<file path="config.mk">
export PLATFORM = sky130hd
export DESIGN_NAME = ocs_top
export DESIGN_NICKNAME = d
export VERILOG_FILES = /design/src/verilog/ocs_pkg.sv /design/src/verilog/ocs_top.sv
export SDC_FILE = /design/constraint.sdc
export NUM_CORES = 1
export LEC_CHECK = 0
export ABC_AREA = 1
export BUFFER_PORTS_ARGS = -buffer_cell sky130_fd_sc_hd__buf_2
export CAP_MARGIN = 25
export CORE_MARGIN = 2
export CORE_UTILIZATION = 46
export DETAILED_ROUTE_END_ITERATION = 10
export PLACE_DENSITY = 0.79
export SLEW_MARGIN = 20
export SYNTH_ARGS = -nofsm -noshare
export SYNTH_HDL_FRONTEND = slang
export SYNTH_SLANG_ARGS = --single-unit
</file>
<file path="constraint.sdc">
create_clock -name mclk_i -period 4.3 [get_ports mclk_i]
set_clock_uncertainty 0.1 [all_clocks]
set_input_delay 0.86 -clock mclk_i [delete_from_list [all_inputs] [get_ports mclk_i]]
set_output_delay 0.86 -clock mclk_i [all_outputs]
set_load 0.005 [all_outputs]
</file>
<file path="src/verilog/ocs_pkg.sv">
/*
  constants for the oscillator switch control register block: register indices,
  field positions, reset values and source codes.
  assumes a 32-bit avalon-mm slave whose byte address is four times the index.
*/
package ocs_pkg;

  // ==========================================================================
  // register indices (byte address = index * 4)
  localparam logic [9:0] IDX_CLOCK_REQUEST = 10'h0ad;
  localparam logic [9:0] IDX_CLOCK_CURRENT = 10'h0ae;
  localparam logic [9:0] IDX_SWITCH_CONTROL = 10'h0af;
  localparam logic [9:0] IDX_FAST_OSC_TRIM = 10'h0b0;
  localparam logic [9:0] IDX_FAST_OSC_FREQUENCY = 10'h0b1;
  localparam logic [9:0] IDX_READY_FLAGS = 10'h0b2;
  localparam logic [9:0] IDX_IRQ_STATUS = 10'h0b4;
  localparam logic [9:0] IDX_IRQ_MASK = 10'h0b5;

  // ==========================================================================
  // field positions
  localparam int SRC_LSB = 4;
  localparam int DIV_LSB = 0;
  localparam int CTL_HOLD_BIT = 7;
  localparam int CTL_PWR_BIT = 6;
  localparam int CTL_DONE_BIT = 4;
  localparam int CTL_NSR_BIT = 3;
  localparam int RDY_LSB = 3;
  localparam int IRQ_SWITCH_BIT = 0;
  localparam int IRQ_FAIL_BIT = 1;
  localparam int IRQ_HELD_BIT = 2;

  // ==========================================================================
  // source codes; codes not listed here are reserved
  localparam logic [2:0] SRC_EXTERNAL = 3'h7;
  localparam logic [2:0] SRC_FAST = 3'h6;
  localparam logic [2:0] SRC_SLOW = 3'h5;
  localparam logic [2:0] SRC_SECONDARY = 3'h4;
  localparam logic [2:0] SRC_MEDIUM = 3'h3;

  // ready vector bit order: external, fast, medium, slow, secondary
  localparam int RDY_EXT = 4;
  localparam int RDY_FAST = 3;
  localparam int RDY_MED = 2;
  localparam int RDY_SLOW = 1;
  localparam int RDY_SEC = 0;

  // ==========================================================================
  // reset values and frequency code limit
  localparam logic [2:0] SRC_RST = 3'h6;
  localparam logic [3:0] DIV_RST = 4'h0;
  localparam logic [5:0] TRIM_RST = 6'h00;
  localparam logic [3:0] FRQ_RST = 4'h0;
  localparam logic [3:0] FRQ_MAX = 4'h8;
  localparam logic [4:0] RDY_RST = 5'h00;
  localparam logic [2:0] IRQ_RST = 3'h0;
  localparam logic [31:0] RDATA_RST = 32'h0000_0000;

  typedef enum logic [1:0] {
    SW_IDLE,
    SW_WAIT,
    SW_HOLD,
    SW_SWITCH
  } ocs_sw_state_t;

endpackage : ocs_pkg

</file>
<file path="src/verilog/ocs_top.sv">
/*
  oscillator switch control registers: request/current source and divider,
  switch hold, secondary power mode, fast oscillator trim and frequency,
  ready flags and a masked event interrupt, behind an avalon-mm slave.
  assumes straps are stable around reset release, ready and fail inputs are
  asynchronous, and the auto trim inputs come from logic on mclk_i.
*/
// Operation
// RULE1 - request source field bits 6:4 writable
// RULE2 - request divider field bits 3:0 writable
// RULE3 - reserved source write discards whole write
// RULE4 - switch disallowed: request fields fixed read-only
// RULE5 - current source/divider read-only, same encodings
// RULE6 - hold stalls switch once new source ready
// RULE7 - no hold: switch when new source ready
// RULE8 - power bit selects secondary high/low power
// RULE9 - done flag: request equals current
// RULE10 - new-ready flag: switch pending and source ready
// RULE11 - flag set, switch next cycle, flag cleared
// RULE12 - signed six-bit trim, zero is nominal
// RULE13 - frequency codes 0..8 valid, rest reserved
// RULE14 - ready flags bits 7..3 per oscillator
// RULE15 - ready flags cleared at reset
// RULE16 - clock fail forces fast source, raises flag
// RULE17 - auto trim drives trim, ignores writes
// RULE18 - releasing hold completes pending switch
`timescale 1ns/1ps
module ocs_top (
  // clock and reset
  input wire logic mclk_i,
  input wire logic sys_rst_i,
  // avalon-mm slave
  input wire logic [11:0] avs_address_i,
  input wire logic avs_read_i,
  input wire logic avs_write_i,
  input wire logic [31:0] avs_writedata_i,
  input wire logic [3:0] avs_byteenable_i,
  output logic [31:0] avs_readdata_o,
  output logic avs_waitrequest_o,
  // configuration straps
  input wire logic switch_allow_config_i,
  input wire logic [2:0] reset_source_config_i,
  // oscillator status, asynchronous
  input wire logic [4:0] osc_ready_i,
  input wire logic clock_fail_i,
  // automatic trim, same clock
  input wire logic auto_trim_en_i,
  input wire logic [5:0] auto_trim_value_i,
  // clock control outputs and interrupt
  output logic [2:0] current_source_o,
  output logic [3:0] current_divider_o,
  output logic [5:0] trim_value_o,
  output logic [3:0] fast_freq_select_o,
  output logic secondary_power_select_o,
  output logic irq_o
);

  // ==========================================================================
  // state
  logic [2:0] req_src_r;
  logic [3:0] req_div_r;
  logic [2:0] cur_src_r;
  logic [3:0] cur_div_r;
  logic hold_r;
  logic pwr_r;
  logic nsr_r;
  logic [5:0] trim_r;
  logic [3:0] frq_r;
  logic [2:0] irq_sts_r;
  logic [2:0] irq_msk_r;
  logic allow_r;
  logic loaded_r;
  logic [4:0] rdy_s1_r;
  logic [4:0] rdy_s2_r;
  logic fail_s1_r;
  logic fail_s2_r;
  logic fail_q_r;
  logic wait_r;
  logic [31:0] rdata_r;
  logic irq_r;
  ocs_pkg::ocs_sw_state_t st_r;

  // ==========================================================================
  // decode
  logic [9:0] idx;
  logic req_any;
  logic wr_commit;
  logic fail_rise;
  logic src_rsv;
  logic sel_rdy;
  logic done_w;
  logic [2:0] irq_set;
  logic [7:0] wbyte;

  assign idx = avs_address_i[11:2];
  assign req_any = avs_read_i | avs_write_i;
  // the write lands on the edge that the master sees waitrequest low
  assign wr_commit = avs_write_i & ~wait_r & avs_byteenable_i[0];
  assign wbyte = avs_writedata_i[7:0];
  assign fail_rise = fail_s2_r & ~fail_q_r;
  assign done_w = (req_src_r == cur_src_r) && (req_div_r == cur_div_r); // RULE9

  function automatic logic is_valid_src(input logic [2:0] s);
    is_valid_src = (s == ocs_pkg::SRC_EXTERNAL) || (s == ocs_pkg::SRC_FAST) ||
                   (s == ocs_pkg::SRC_SLOW) || (s == ocs_pkg::SRC_SECONDARY) ||
                   (s == ocs_pkg::SRC_MEDIUM);
  endfunction : is_valid_src

  function automatic logic src_ready(input logic [2:0] s, input logic [4:0] r);
    case (s)
      ocs_pkg::SRC_EXTERNAL: src_ready = r[ocs_pkg::RDY_EXT];
      ocs_pkg::SRC_FAST: src_ready = r[ocs_pkg::RDY_FAST];
      ocs_pkg::SRC_MEDIUM: src_ready = r[ocs_pkg::RDY_MED];
      ocs_pkg::SRC_SLOW: src_ready = r[ocs_pkg::RDY_SLOW];
      ocs_pkg::SRC_SECONDARY: src_ready = r[ocs_pkg::RDY_SEC];
      default: src_ready = 1'b0;
    endcase
  endfunction : src_ready

  assign src_rsv = ~is_valid_src(wbyte[ocs_pkg::SRC_LSB +: 3]);
  assign sel_rdy = src_ready(req_src_r, rdy_s2_r);

  // ==========================================================================
  // synchronisers
  always_ff @(posedge mclk_i or posedge sys_rst_i)
  begin
    if (sys_rst_i)
    begin
      rdy_s1_r <= ocs_pkg::RDY_RST; // RULE15
      rdy_s2_r <= ocs_pkg::RDY_RST; // RULE15
      fail_s1_r <= 1'b0;
      fail_s2_r <= 1'b0;
      fail_q_r <= 1'b0;
    end
    else
    begin
      rdy_s1_r <= osc_ready_i;
      rdy_s2_r <= rdy_s1_r; // RULE14
      fail_s1_r <= clock_fail_i;
      fail_s2_r <= fail_s1_r;
      fail_q_r <= fail_s2_r;
    end
  end

  // ==========================================================================
  // strap capture: taken on the first edge after release, never by reset
  always_ff @(posedge mclk_i or posedge sys_rst_i)
  begin
    if (sys_rst_i)
    begin
      loaded_r <= 1'b0;
      allow_r <= 1'b0;
    end
    else if (!loaded_r)
    begin
      loaded_r <= 1'b1;
      allow_r <= switch_allow_config_i;
    end
  end

  // ==========================================================================
  // request fields
  always_ff @(posedge mclk_i or posedge sys_rst_i)
  begin
    if (sys_rst_i)
    begin
      req_src_r <= ocs_pkg::SRC_RST;
      req_div_r <= ocs_pkg::DIV_RST;
    end
    else if (!loaded_r)
    begin
      req_src_r <= reset_source_config_i;
      req_div_r <= ocs_pkg::DIV_RST;
    end
    else if (fail_rise)
    begin
      req_src_r <= ocs_pkg::SRC_FAST; // RULE16
    end
    else if (wr_commit && idx == ocs_pkg::IDX_CLOCK_REQUEST && allow_r && !src_rsv) // RULE3 RULE4
    begin
      req_src_r <= wbyte[ocs_pkg::SRC_LSB +: 3]; // RULE1
      req_div_r <= wbyte[ocs_pkg::DIV_LSB +: 4]; // RULE2
    end
  end

  // ==========================================================================
  // switch sequencer
  always_ff @(posedge mclk_i or posedge sys_rst_i)
  begin
    if (sys_rst_i)
    begin
      st_r <= ocs_pkg::SW_IDLE;
      cur_src_r <= ocs_pkg::SRC_RST;
      cur_div_r <= ocs_pkg::DIV_RST;
      nsr_r <= 1'b0;
    end
    else if (!loaded_r)
    begin
      cur_src_r <= reset_source_config_i;
      cur_div_r <= ocs_pkg::DIV_RST;
    end
    else if (fail_rise)
    begin
      // fail-over bypasses the ready handshake: the fast source is the safe one
      cur_src_r <= ocs_pkg::SRC_FAST; // RULE16
      nsr_r <= 1'b0;
      st_r <= ocs_pkg::SW_IDLE;
    end
    else
    begin
      case (st_r)
        ocs_pkg::SW_IDLE:
        begin
          nsr_r <= 1'b0;
          if (!done_w)
          begin
            st_r <= ocs_pkg::SW_WAIT;
          end
        end
        ocs_pkg::SW_WAIT:
        begin
          if (done_w)
          begin
            st_r <= ocs_pkg::SW_IDLE;
          end
          else if (sel_rdy)
          begin
            nsr_r <= 1'b1; // RULE10 RULE11
            st_r <= hold_r ? ocs_pkg::SW_HOLD : ocs_pkg::SW_SWITCH; // RULE6 RULE7
          end
        end
        ocs_pkg::SW_HOLD:
        begin
          nsr_r <= sel_rdy & ~done_w; // RULE10
          if (done_w)
          begin
            st_r <= ocs_pkg::SW_IDLE;
          end
          else if (!sel_rdy)
          begin
            st_r <= ocs_pkg::SW_WAIT;
          end
          else if (!hold_r)
          begin
            st_r <= ocs_pkg::SW_SWITCH; // RULE18
          end
        end
        default:
        begin
          cur_src_r <= req_src_r; // RULE7 RULE11 RULE18
          cur_div_r <= req_div_r;
          nsr_r <= 1'b0; // RULE11
          st_r <= ocs_pkg::SW_IDLE;
        end
      endcase
    end
  end

  // ==========================================================================
  // control, trim and frequency registers
  always_ff @(posedge mclk_i or posedge sys_rst_i)
  begin
    if (sys_rst_i)
    begin
      hold_r <= 1'b0;
      pwr_r <= 1'b0;
    end
    else if (wr_commit && idx == ocs_pkg::IDX_SWITCH_CONTROL)
    begin
      hold_r <= wbyte[ocs_pkg::CTL_HOLD_BIT];
      pwr_r <= wbyte[ocs_pkg::CTL_PWR_BIT]; // RULE8
    end
  end

  always_ff @(posedge mclk_i or posedge sys_rst_i)
  begin
    if (sys_rst_i)
    begin
      trim_r <= ocs_pkg::TRIM_RST; // RULE12
    end
    else if (auto_trim_en_i)
    begin
      trim_r <= auto_trim_value_i; // RULE17
    end
    else if (wr_commit && idx == ocs_pkg::IDX_FAST_OSC_TRIM)
    begin
      trim_r <= wbyte[5:0]; // RULE12
    end
  end

  always_ff @(posedge mclk_i or posedge sys_rst_i)
  begin
    if (sys_rst_i)
    begin
      frq_r <= ocs_pkg::FRQ_RST;
    end
    else if (wr_commit && idx == ocs_pkg::IDX_FAST_OSC_FREQUENCY &&
             wbyte[3:0] <= ocs_pkg::FRQ_MAX)
    begin
      // reserved codes are dropped so the oscillator never sees them
      frq_r <= wbyte[3:0]; // RULE13
    end
  end

  // ==========================================================================
  // interrupts: sticky, write one to clear, a new event beats the clear
  assign irq_set[ocs_pkg::IRQ_SWITCH_BIT] = (st_r == ocs_pkg::SW_SWITCH) && loaded_r && !fail_rise;
  assign irq_set[ocs_pkg::IRQ_FAIL_BIT] = fail_rise && loaded_r;
  assign irq_set[ocs_pkg::IRQ_HELD_BIT] = (st_r == ocs_pkg::SW_WAIT) && sel_rdy && hold_r &&
                                          !done_w && loaded_r && !fail_rise;

  always_ff @(posedge mclk_i or posedge sys_rst_i)
  begin
    if (sys_rst_i)
    begin
      irq_sts_r <= ocs_pkg::IRQ_RST;
      irq_msk_r <= ocs_pkg::IRQ_RST;
      irq_r <= 1'b0;
    end
    else
    begin
      if (wr_commit && idx == ocs_pkg::IDX_IRQ_STATUS)
      begin
        irq_sts_r <= (irq_sts_r & ~wbyte[2:0]) | irq_set;
      end
      else
      begin
        irq_sts_r <= irq_sts_r | irq_set;
      end
      if (wr_commit && idx == ocs_pkg::IDX_IRQ_MASK)
      begin
        irq_msk_r <= wbyte[2:0];
      end
      irq_r <= |(irq_sts_r & irq_msk_r);
    end
  end

  // ==========================================================================
  // bus slave: waitrequest drops one cycle after the request, read data ready
  logic [7:0] rmux;
  always_comb
  begin
    rmux = 8'h00;
    if (idx == ocs_pkg::IDX_CLOCK_REQUEST)
      rmux = {1'b0, req_src_r, req_div_r};
    else if (idx == ocs_pkg::IDX_CLOCK_CURRENT)
      rmux = {1'b0, cur_src_r, cur_div_r}; // RULE5
    else if (idx == ocs_pkg::IDX_SWITCH_CONTROL)
      rmux = {hold_r, pwr_r, 1'b0, done_w, nsr_r, 3'h0}; // RULE9 RULE10
    else if (idx == ocs_pkg::IDX_FAST_OSC_TRIM)
      rmux = {2'h0, trim_r};
    else if (idx == ocs_pkg::IDX_FAST_OSC_FREQUENCY)
      rmux = {4'h0, frq_r};
    else if (idx == ocs_pkg::IDX_READY_FLAGS)
      rmux = {rdy_s2_r, 3'h0}; // RULE14
    else if (idx == ocs_pkg::IDX_IRQ_STATUS)
      rmux = {5'h00, irq_sts_r};
    else if (idx == ocs_pkg::IDX_IRQ_MASK)
      rmux = {5'h00, irq_msk_r};
  end

  always_ff @(posedge mclk_i or posedge sys_rst_i)
  begin
    if (sys_rst_i)
    begin
      wait_r <= 1'b1;
      rdata_r <= ocs_pkg::RDATA_RST;
    end
    else if (req_any && wait_r)
    begin
      wait_r <= 1'b0;
      rdata_r <= {24'h00_0000, rmux};
    end
    else
    begin
      wait_r <= 1'b1;
    end
  end

  // ==========================================================================
  // outputs
  assign avs_readdata_o = rdata_r;
  assign avs_waitrequest_o = wait_r;
  assign current_source_o = cur_src_r;
  assign current_divider_o = cur_div_r;
  assign trim_value_o = trim_r;
  assign fast_freq_select_o = frq_r;
  assign secondary_power_select_o = pwr_r; // RULE8
  assign irq_o = irq_r;

  // ==========================================================================
  // checks
  property p_rsv_write;
    @(posedge mclk_i) disable iff (sys_rst_i)
    wr_commit && idx == ocs_pkg::IDX_CLOCK_REQUEST && src_rsv && loaded_r && !fail_rise
    |=> $stable(req_src_r) && $stable(req_div_r);
  endproperty
  a_rsv_write: assert property (p_rsv_write) else $error("reserved source write changed request"); // RULE3

  property p_locked;
    @(posedge mclk_i) disable iff (sys_rst_i)
    loaded_r && !allow_r && !fail_rise |=> $stable(req_src_r) && $stable(req_div_r);
  endproperty
  a_locked: assert property (p_locked) else $error("locked request fields changed"); // RULE4

  property p_done;
    @(posedge mclk_i) disable iff (sys_rst_i)
    $changed(req_src_r) && req_src_r != cur_src_r |-> !done_w ##1 (st_r != ocs_pkg::SW_IDLE);
  endproperty
  a_done: assert property (p_done) else $error("done flag or pending state wrong"); // RULE9

  property p_hold;
    @(posedge mclk_i) disable iff (sys_rst_i)
    st_r == ocs_pkg::SW_HOLD && hold_r && !fail_rise |=> $stable(cur_src_r) && $stable(cur_div_r);
  endproperty
  a_hold: assert property (p_hold) else $error("held switch completed"); // RULE6

  property p_nohold;
    @(posedge mclk_i) disable iff (sys_rst_i)
    st_r == ocs_pkg::SW_WAIT && sel_rdy && !hold_r && !done_w && !fail_rise && loaded_r
    |=> nsr_r ##1 !nsr_r;
  endproperty
  a_nohold: assert property (p_nohold) else $error("unheld switch not done in two cycles"); // RULE7

  property p_nsr;
    @(posedge mclk_i) disable iff (sys_rst_i)
    nsr_r |-> !done_w && st_r != ocs_pkg::SW_IDLE;
  endproperty
  a_nsr: assert property (p_nsr) else $error("new ready flag without pending switch"); // RULE10

  property p_release;
    @(posedge mclk_i) disable iff (sys_rst_i)
    st_r == ocs_pkg::SW_HOLD && !hold_r && sel_rdy && !done_w && !fail_rise ##1 !fail_rise
    |=> cur_src_r == $past(req_src_r) && cur_div_r == $past(req_div_r);
  endproperty
  a_release: assert property (p_release) else $error("hold release did not switch"); // RULE18

  property p_fail;
    @(posedge mclk_i) disable iff (sys_rst_i)
    fail_rise && loaded_r |=> req_src_r == ocs_pkg::SRC_FAST && cur_src_r == ocs_pkg::SRC_FAST
    && irq_sts_r[ocs_pkg::IRQ_FAIL_BIT];
  endproperty
  a_fail: assert property (p_fail) else $error("clock fail not handled"); // RULE16

  property p_auto_trim;
    @(posedge mclk_i) disable iff (sys_rst_i)
    auto_trim_en_i |=> trim_r == $past(auto_trim_value_i);
  endproperty
  a_auto_trim: assert property (p_auto_trim) else $error("auto trim not followed"); // RULE17

endmodule : ocs_top

</file>
==> metrics.yaml <==
run_status:
  status: "finished clean"
sta:
  maxSlewViolCount: 0
  rsz0062_at_grt: "false"
  fin_crit_sh: 0.5320
  setup_tns_ns: 0
  fmax_ghz: 0.4371
  worstMarginPinSlew_ns: 0.8444
  setup_viol: 0
  slew-limit-headroom: 0.4362
  hold_viol: 0
  finalCriticalPeriod_ns: 2.288
synthesis:
  ys_seq_elements: 60
  netlist_area_mm2: 0.003515
  synthArstFlopShare: 1.000
  syn_inst: 465
  synth_top_family_by_area: "simple AND/OR/NAND/NOR gates"
  yosys_warnings: 0
  synth_compound_area_frac: 0.1015
  synth_edf_count: 0
  yosys_most_used_dff: "dfrtp_1"
  synthAdderAreaFrac: 0.01780
  synth_xor_area_frac: 0.01246
  synth_cell_types: 40
  avgSynthCellArea_um2: 7.558
  synthMuxAreaShare: 0.003204
  post_synth_and_or_nand_nor_area_fraction: 0.2962
  ys_seq_area_frac: 0.4290
finish:
  final_net_count: 612
  layout-drive-gt1-share: 0.2063
  seq_area_mm2: 0.001508
  multi_input_area_mm2: 0.001609
  antenna_cells: 0
  postLayoutCoreUtil: 0.5513
  final_cells: 642
  nFillCells: 702
  area_delta_synth_final_pct: 14.99
floorplan:
  rows: 31
  core_area_mm2: 0.007331
  die_h_um: 91.41
  die_area_mm2: 0.008356
  die_x_um: 91.41
  start_util: 0.4794
  io_pins: 121
drt:
  ant_nets: 0
  wire_per_inst_um: 13.79
  dr.pass1.iters: 6
  num_vias: 3290
  routed_wl_um: 8854
  drc: 0
  drtIter0Drc: 252
  vias_per_cell: 5.125
min_path:
  hold_end: "rdy_s2_r[1]"
  holdPathStages: 0
  hold_path_class: "flip-flop to flip-flop"
  hold_start: "rdy_s1_r[1]"
global_route:
  grt_pass1_vias: 2942
  grt_max_degree: 41
  grt_pass1_wl_um: 14220
  grt_util_all_layers: 0.2187
  grt.overflow.total: 0
  antenna_found_initial: 0
run:
  cap_violations: 0
worst_setup_path:
  rrSetupSlack_ns: 2.24
  critPathRequiredTime_ns: 4.44
  crit_slowest_cell: "nor2_2"
  critPathKind: "input pin to flip-flop"
  critical_path_arrival_ns: 2.43
  worstRegToRegCells: 5
  cpMostUsedCell: "nand2_1"
  r2r-end: "current_divider_o[3]"
  end_kind: "flip-flop"
  reg2reg_from: "loaded_r"
  crit_path_cell_trace: "buf_2 -> inv_1 -> nand3_1 -> nor2_2 -> nand3_2 -> o21ai_0 -> nand2_1 -> nand2_1 -> nand2_1"
  cp_max_fo: 13
  slowest_delay_ns: 0.48
  startpoint_type: "input pin"
clock_network:
  cts_tree: "built"
  ctsResizeCount: 0
  cts_htree_levels: 3
  cts_setup_buffers: 0
  root_buffer: "clkbuf_8"
  cts_buffer_depth: 2
  clock_latency_ns: 0.35
  cts_sinks: 60
  postCtsHoldBufs: 0
  cts-buffers-inserted: 9
  clk_pin_slew_ns: 0.07
power_and_ir_drop:
  powerDensity_mw_per_mm2: 350.1
  max-vdd-ir-drop_v: 0.0001997
  p_leak_uw: 0.002254
placement:
  portBuffers: 67
  dpl.hpwl_um: 6743
  dp.cells: 626
  place_congestion: 0.9211
## state kept, by name (all words and copies together), names as in the netlist, 2 cells and up
register	flops
avs_readdata_o	8
trim_value_o	6
rdy_s1_r	5
rdy_s2_r	5
current_divider_o	4
fast_freq_select_o	4
req_div_r	4
current_source_o	3
irq_msk_r	3
irq_sts_r	3
req_src_r	3
st_r	2
## power breakdown
group          switching, uW  internal (uW)
registers               45.7            608
clock network            229            265
logic                    172           95.6
total                    447            968
## per-layer routing
layer / global-route usage / vias to the layer above / share of wire
met3: 0.06141 / 19 / 0.093
met1: 0.2997 / 1512 / 0.43
met5: 0 / - / 0
li1: - / 1582 / -
met2: 0.3346 / 177 / 0.45
met4: 0.07071 / 0 / 0.020
## Yosys cell counts (2+ instances only)
cell type  instances  area, um^2
dfstp_2            5       131.4
conb_1             2       7.510
nand4_1           21       131.4
dfrtp_1           55        1376
buf_2              3       15.01
nand3_1           23       115.1
inv_2              3       11.26
a31oi_1            4       25.02
nor2_2             5       31.28
nor3_1             2       10.01
nand2_1          125       469.2
xor2_1             2       17.52
o22ai_1            3       18.77
ha_1               5       62.56
o21ai_0           34       170.2
buf_4             26       195.2
nand2_2            4       25.02
inv_1             69       259.0
o211ai_1           6       45.04
xnor2_1            3       26.28
nand3_2            3       30.03
a21oi_1            3       15.01
nor2_1            42       157.7
## worst max-delay path: cells and delay by family
kind,cells,cell delay (ns)
AO/OA/AOI/OAI,1,0.39
AND/OR/NAND/NOR,6,1.03
buffers and inverters,2,0.13
## cells by family after synthesis
group           count (synthesis)
buf+inv                       102
simple gates                  231
xor+xnor                        5
compound gates                 59
fa+ha+maj                       5
mux                             1
flops                          60
other cells                     2
## layout by cell type, fill, tap and decap left out, types with 2 or more instances in the layout
cell      netlist  routed
a21oi_1         3       3
a31oi_1         4       4
buf_2           3      67
clkbuf_1        0       2
clkbuf_8        0       9
clkinv_2        0       3
conb_1          2      25
dfrtp_1        55      55
dfstp_2         5       5
ha_1            5       5
inv_1          69      68
inv_2           3       4
nand2_1       125     125
nand2_2         4       4
nand3_1        23      23
nand3_2         3       3
nand4_1        21      21
nor2_1         42      42
nor2_2          5       5
nor3_1          2       2
o211ai_1        6       6
o21ai_0        34      34
o22ai_1         3       3
xnor2_1         3       3
xor2_1          2       2
## through the flow
stage / cell area, um^2 / power [uW] / hold slack (ns) / setup WS (ns)
after floorplan: 3601 / 846.2 / 0.2312 / 1.864
after global placement: 3857 / 917.9 / 0.2324 / 1.765
after detailed placement: 3857 / 928.5 / 0.2355 / 1.732
after CTS: 4041 / 1414 / 0.2500 / 2.076
after global routing: 4041 / 1487 / 0.2612 / 1.854
final: 4041 / 1415 / 0.2494 / 2.012
## worst max path at each step
stage                     cells after the start           endpoint  slack, ns        startpoint
after floorplan                               1            allow_r       1.86         sys_rst_i
after global placement                        9  avs_readdata_o[3]       1.77  avs_address_i[8]
after detailed placement                     11    trim_value_o[1]       1.73  avs_address_i[8]
after CTS                                    11    trim_value_o[1]       2.08  avs_address_i[8]
after global routing                          9  avs_readdata_o[3]       1.85  avs_address_i[8]
final                                         9  avs_readdata_o[3]       2.01  avs_address_i[8]
## cell type report
cell class                 instances  share of cell area
clock buffer                      11             0.03251
clock inverter                     5             0.01300
inverter                          73             0.06780
multi-input combinational        326              0.3981
sequential                        60              0.3731
tap                               99             0.03065
timing repair buffer              68             0.08483
No activity file was read; power rests on OpenSTA's default activity.
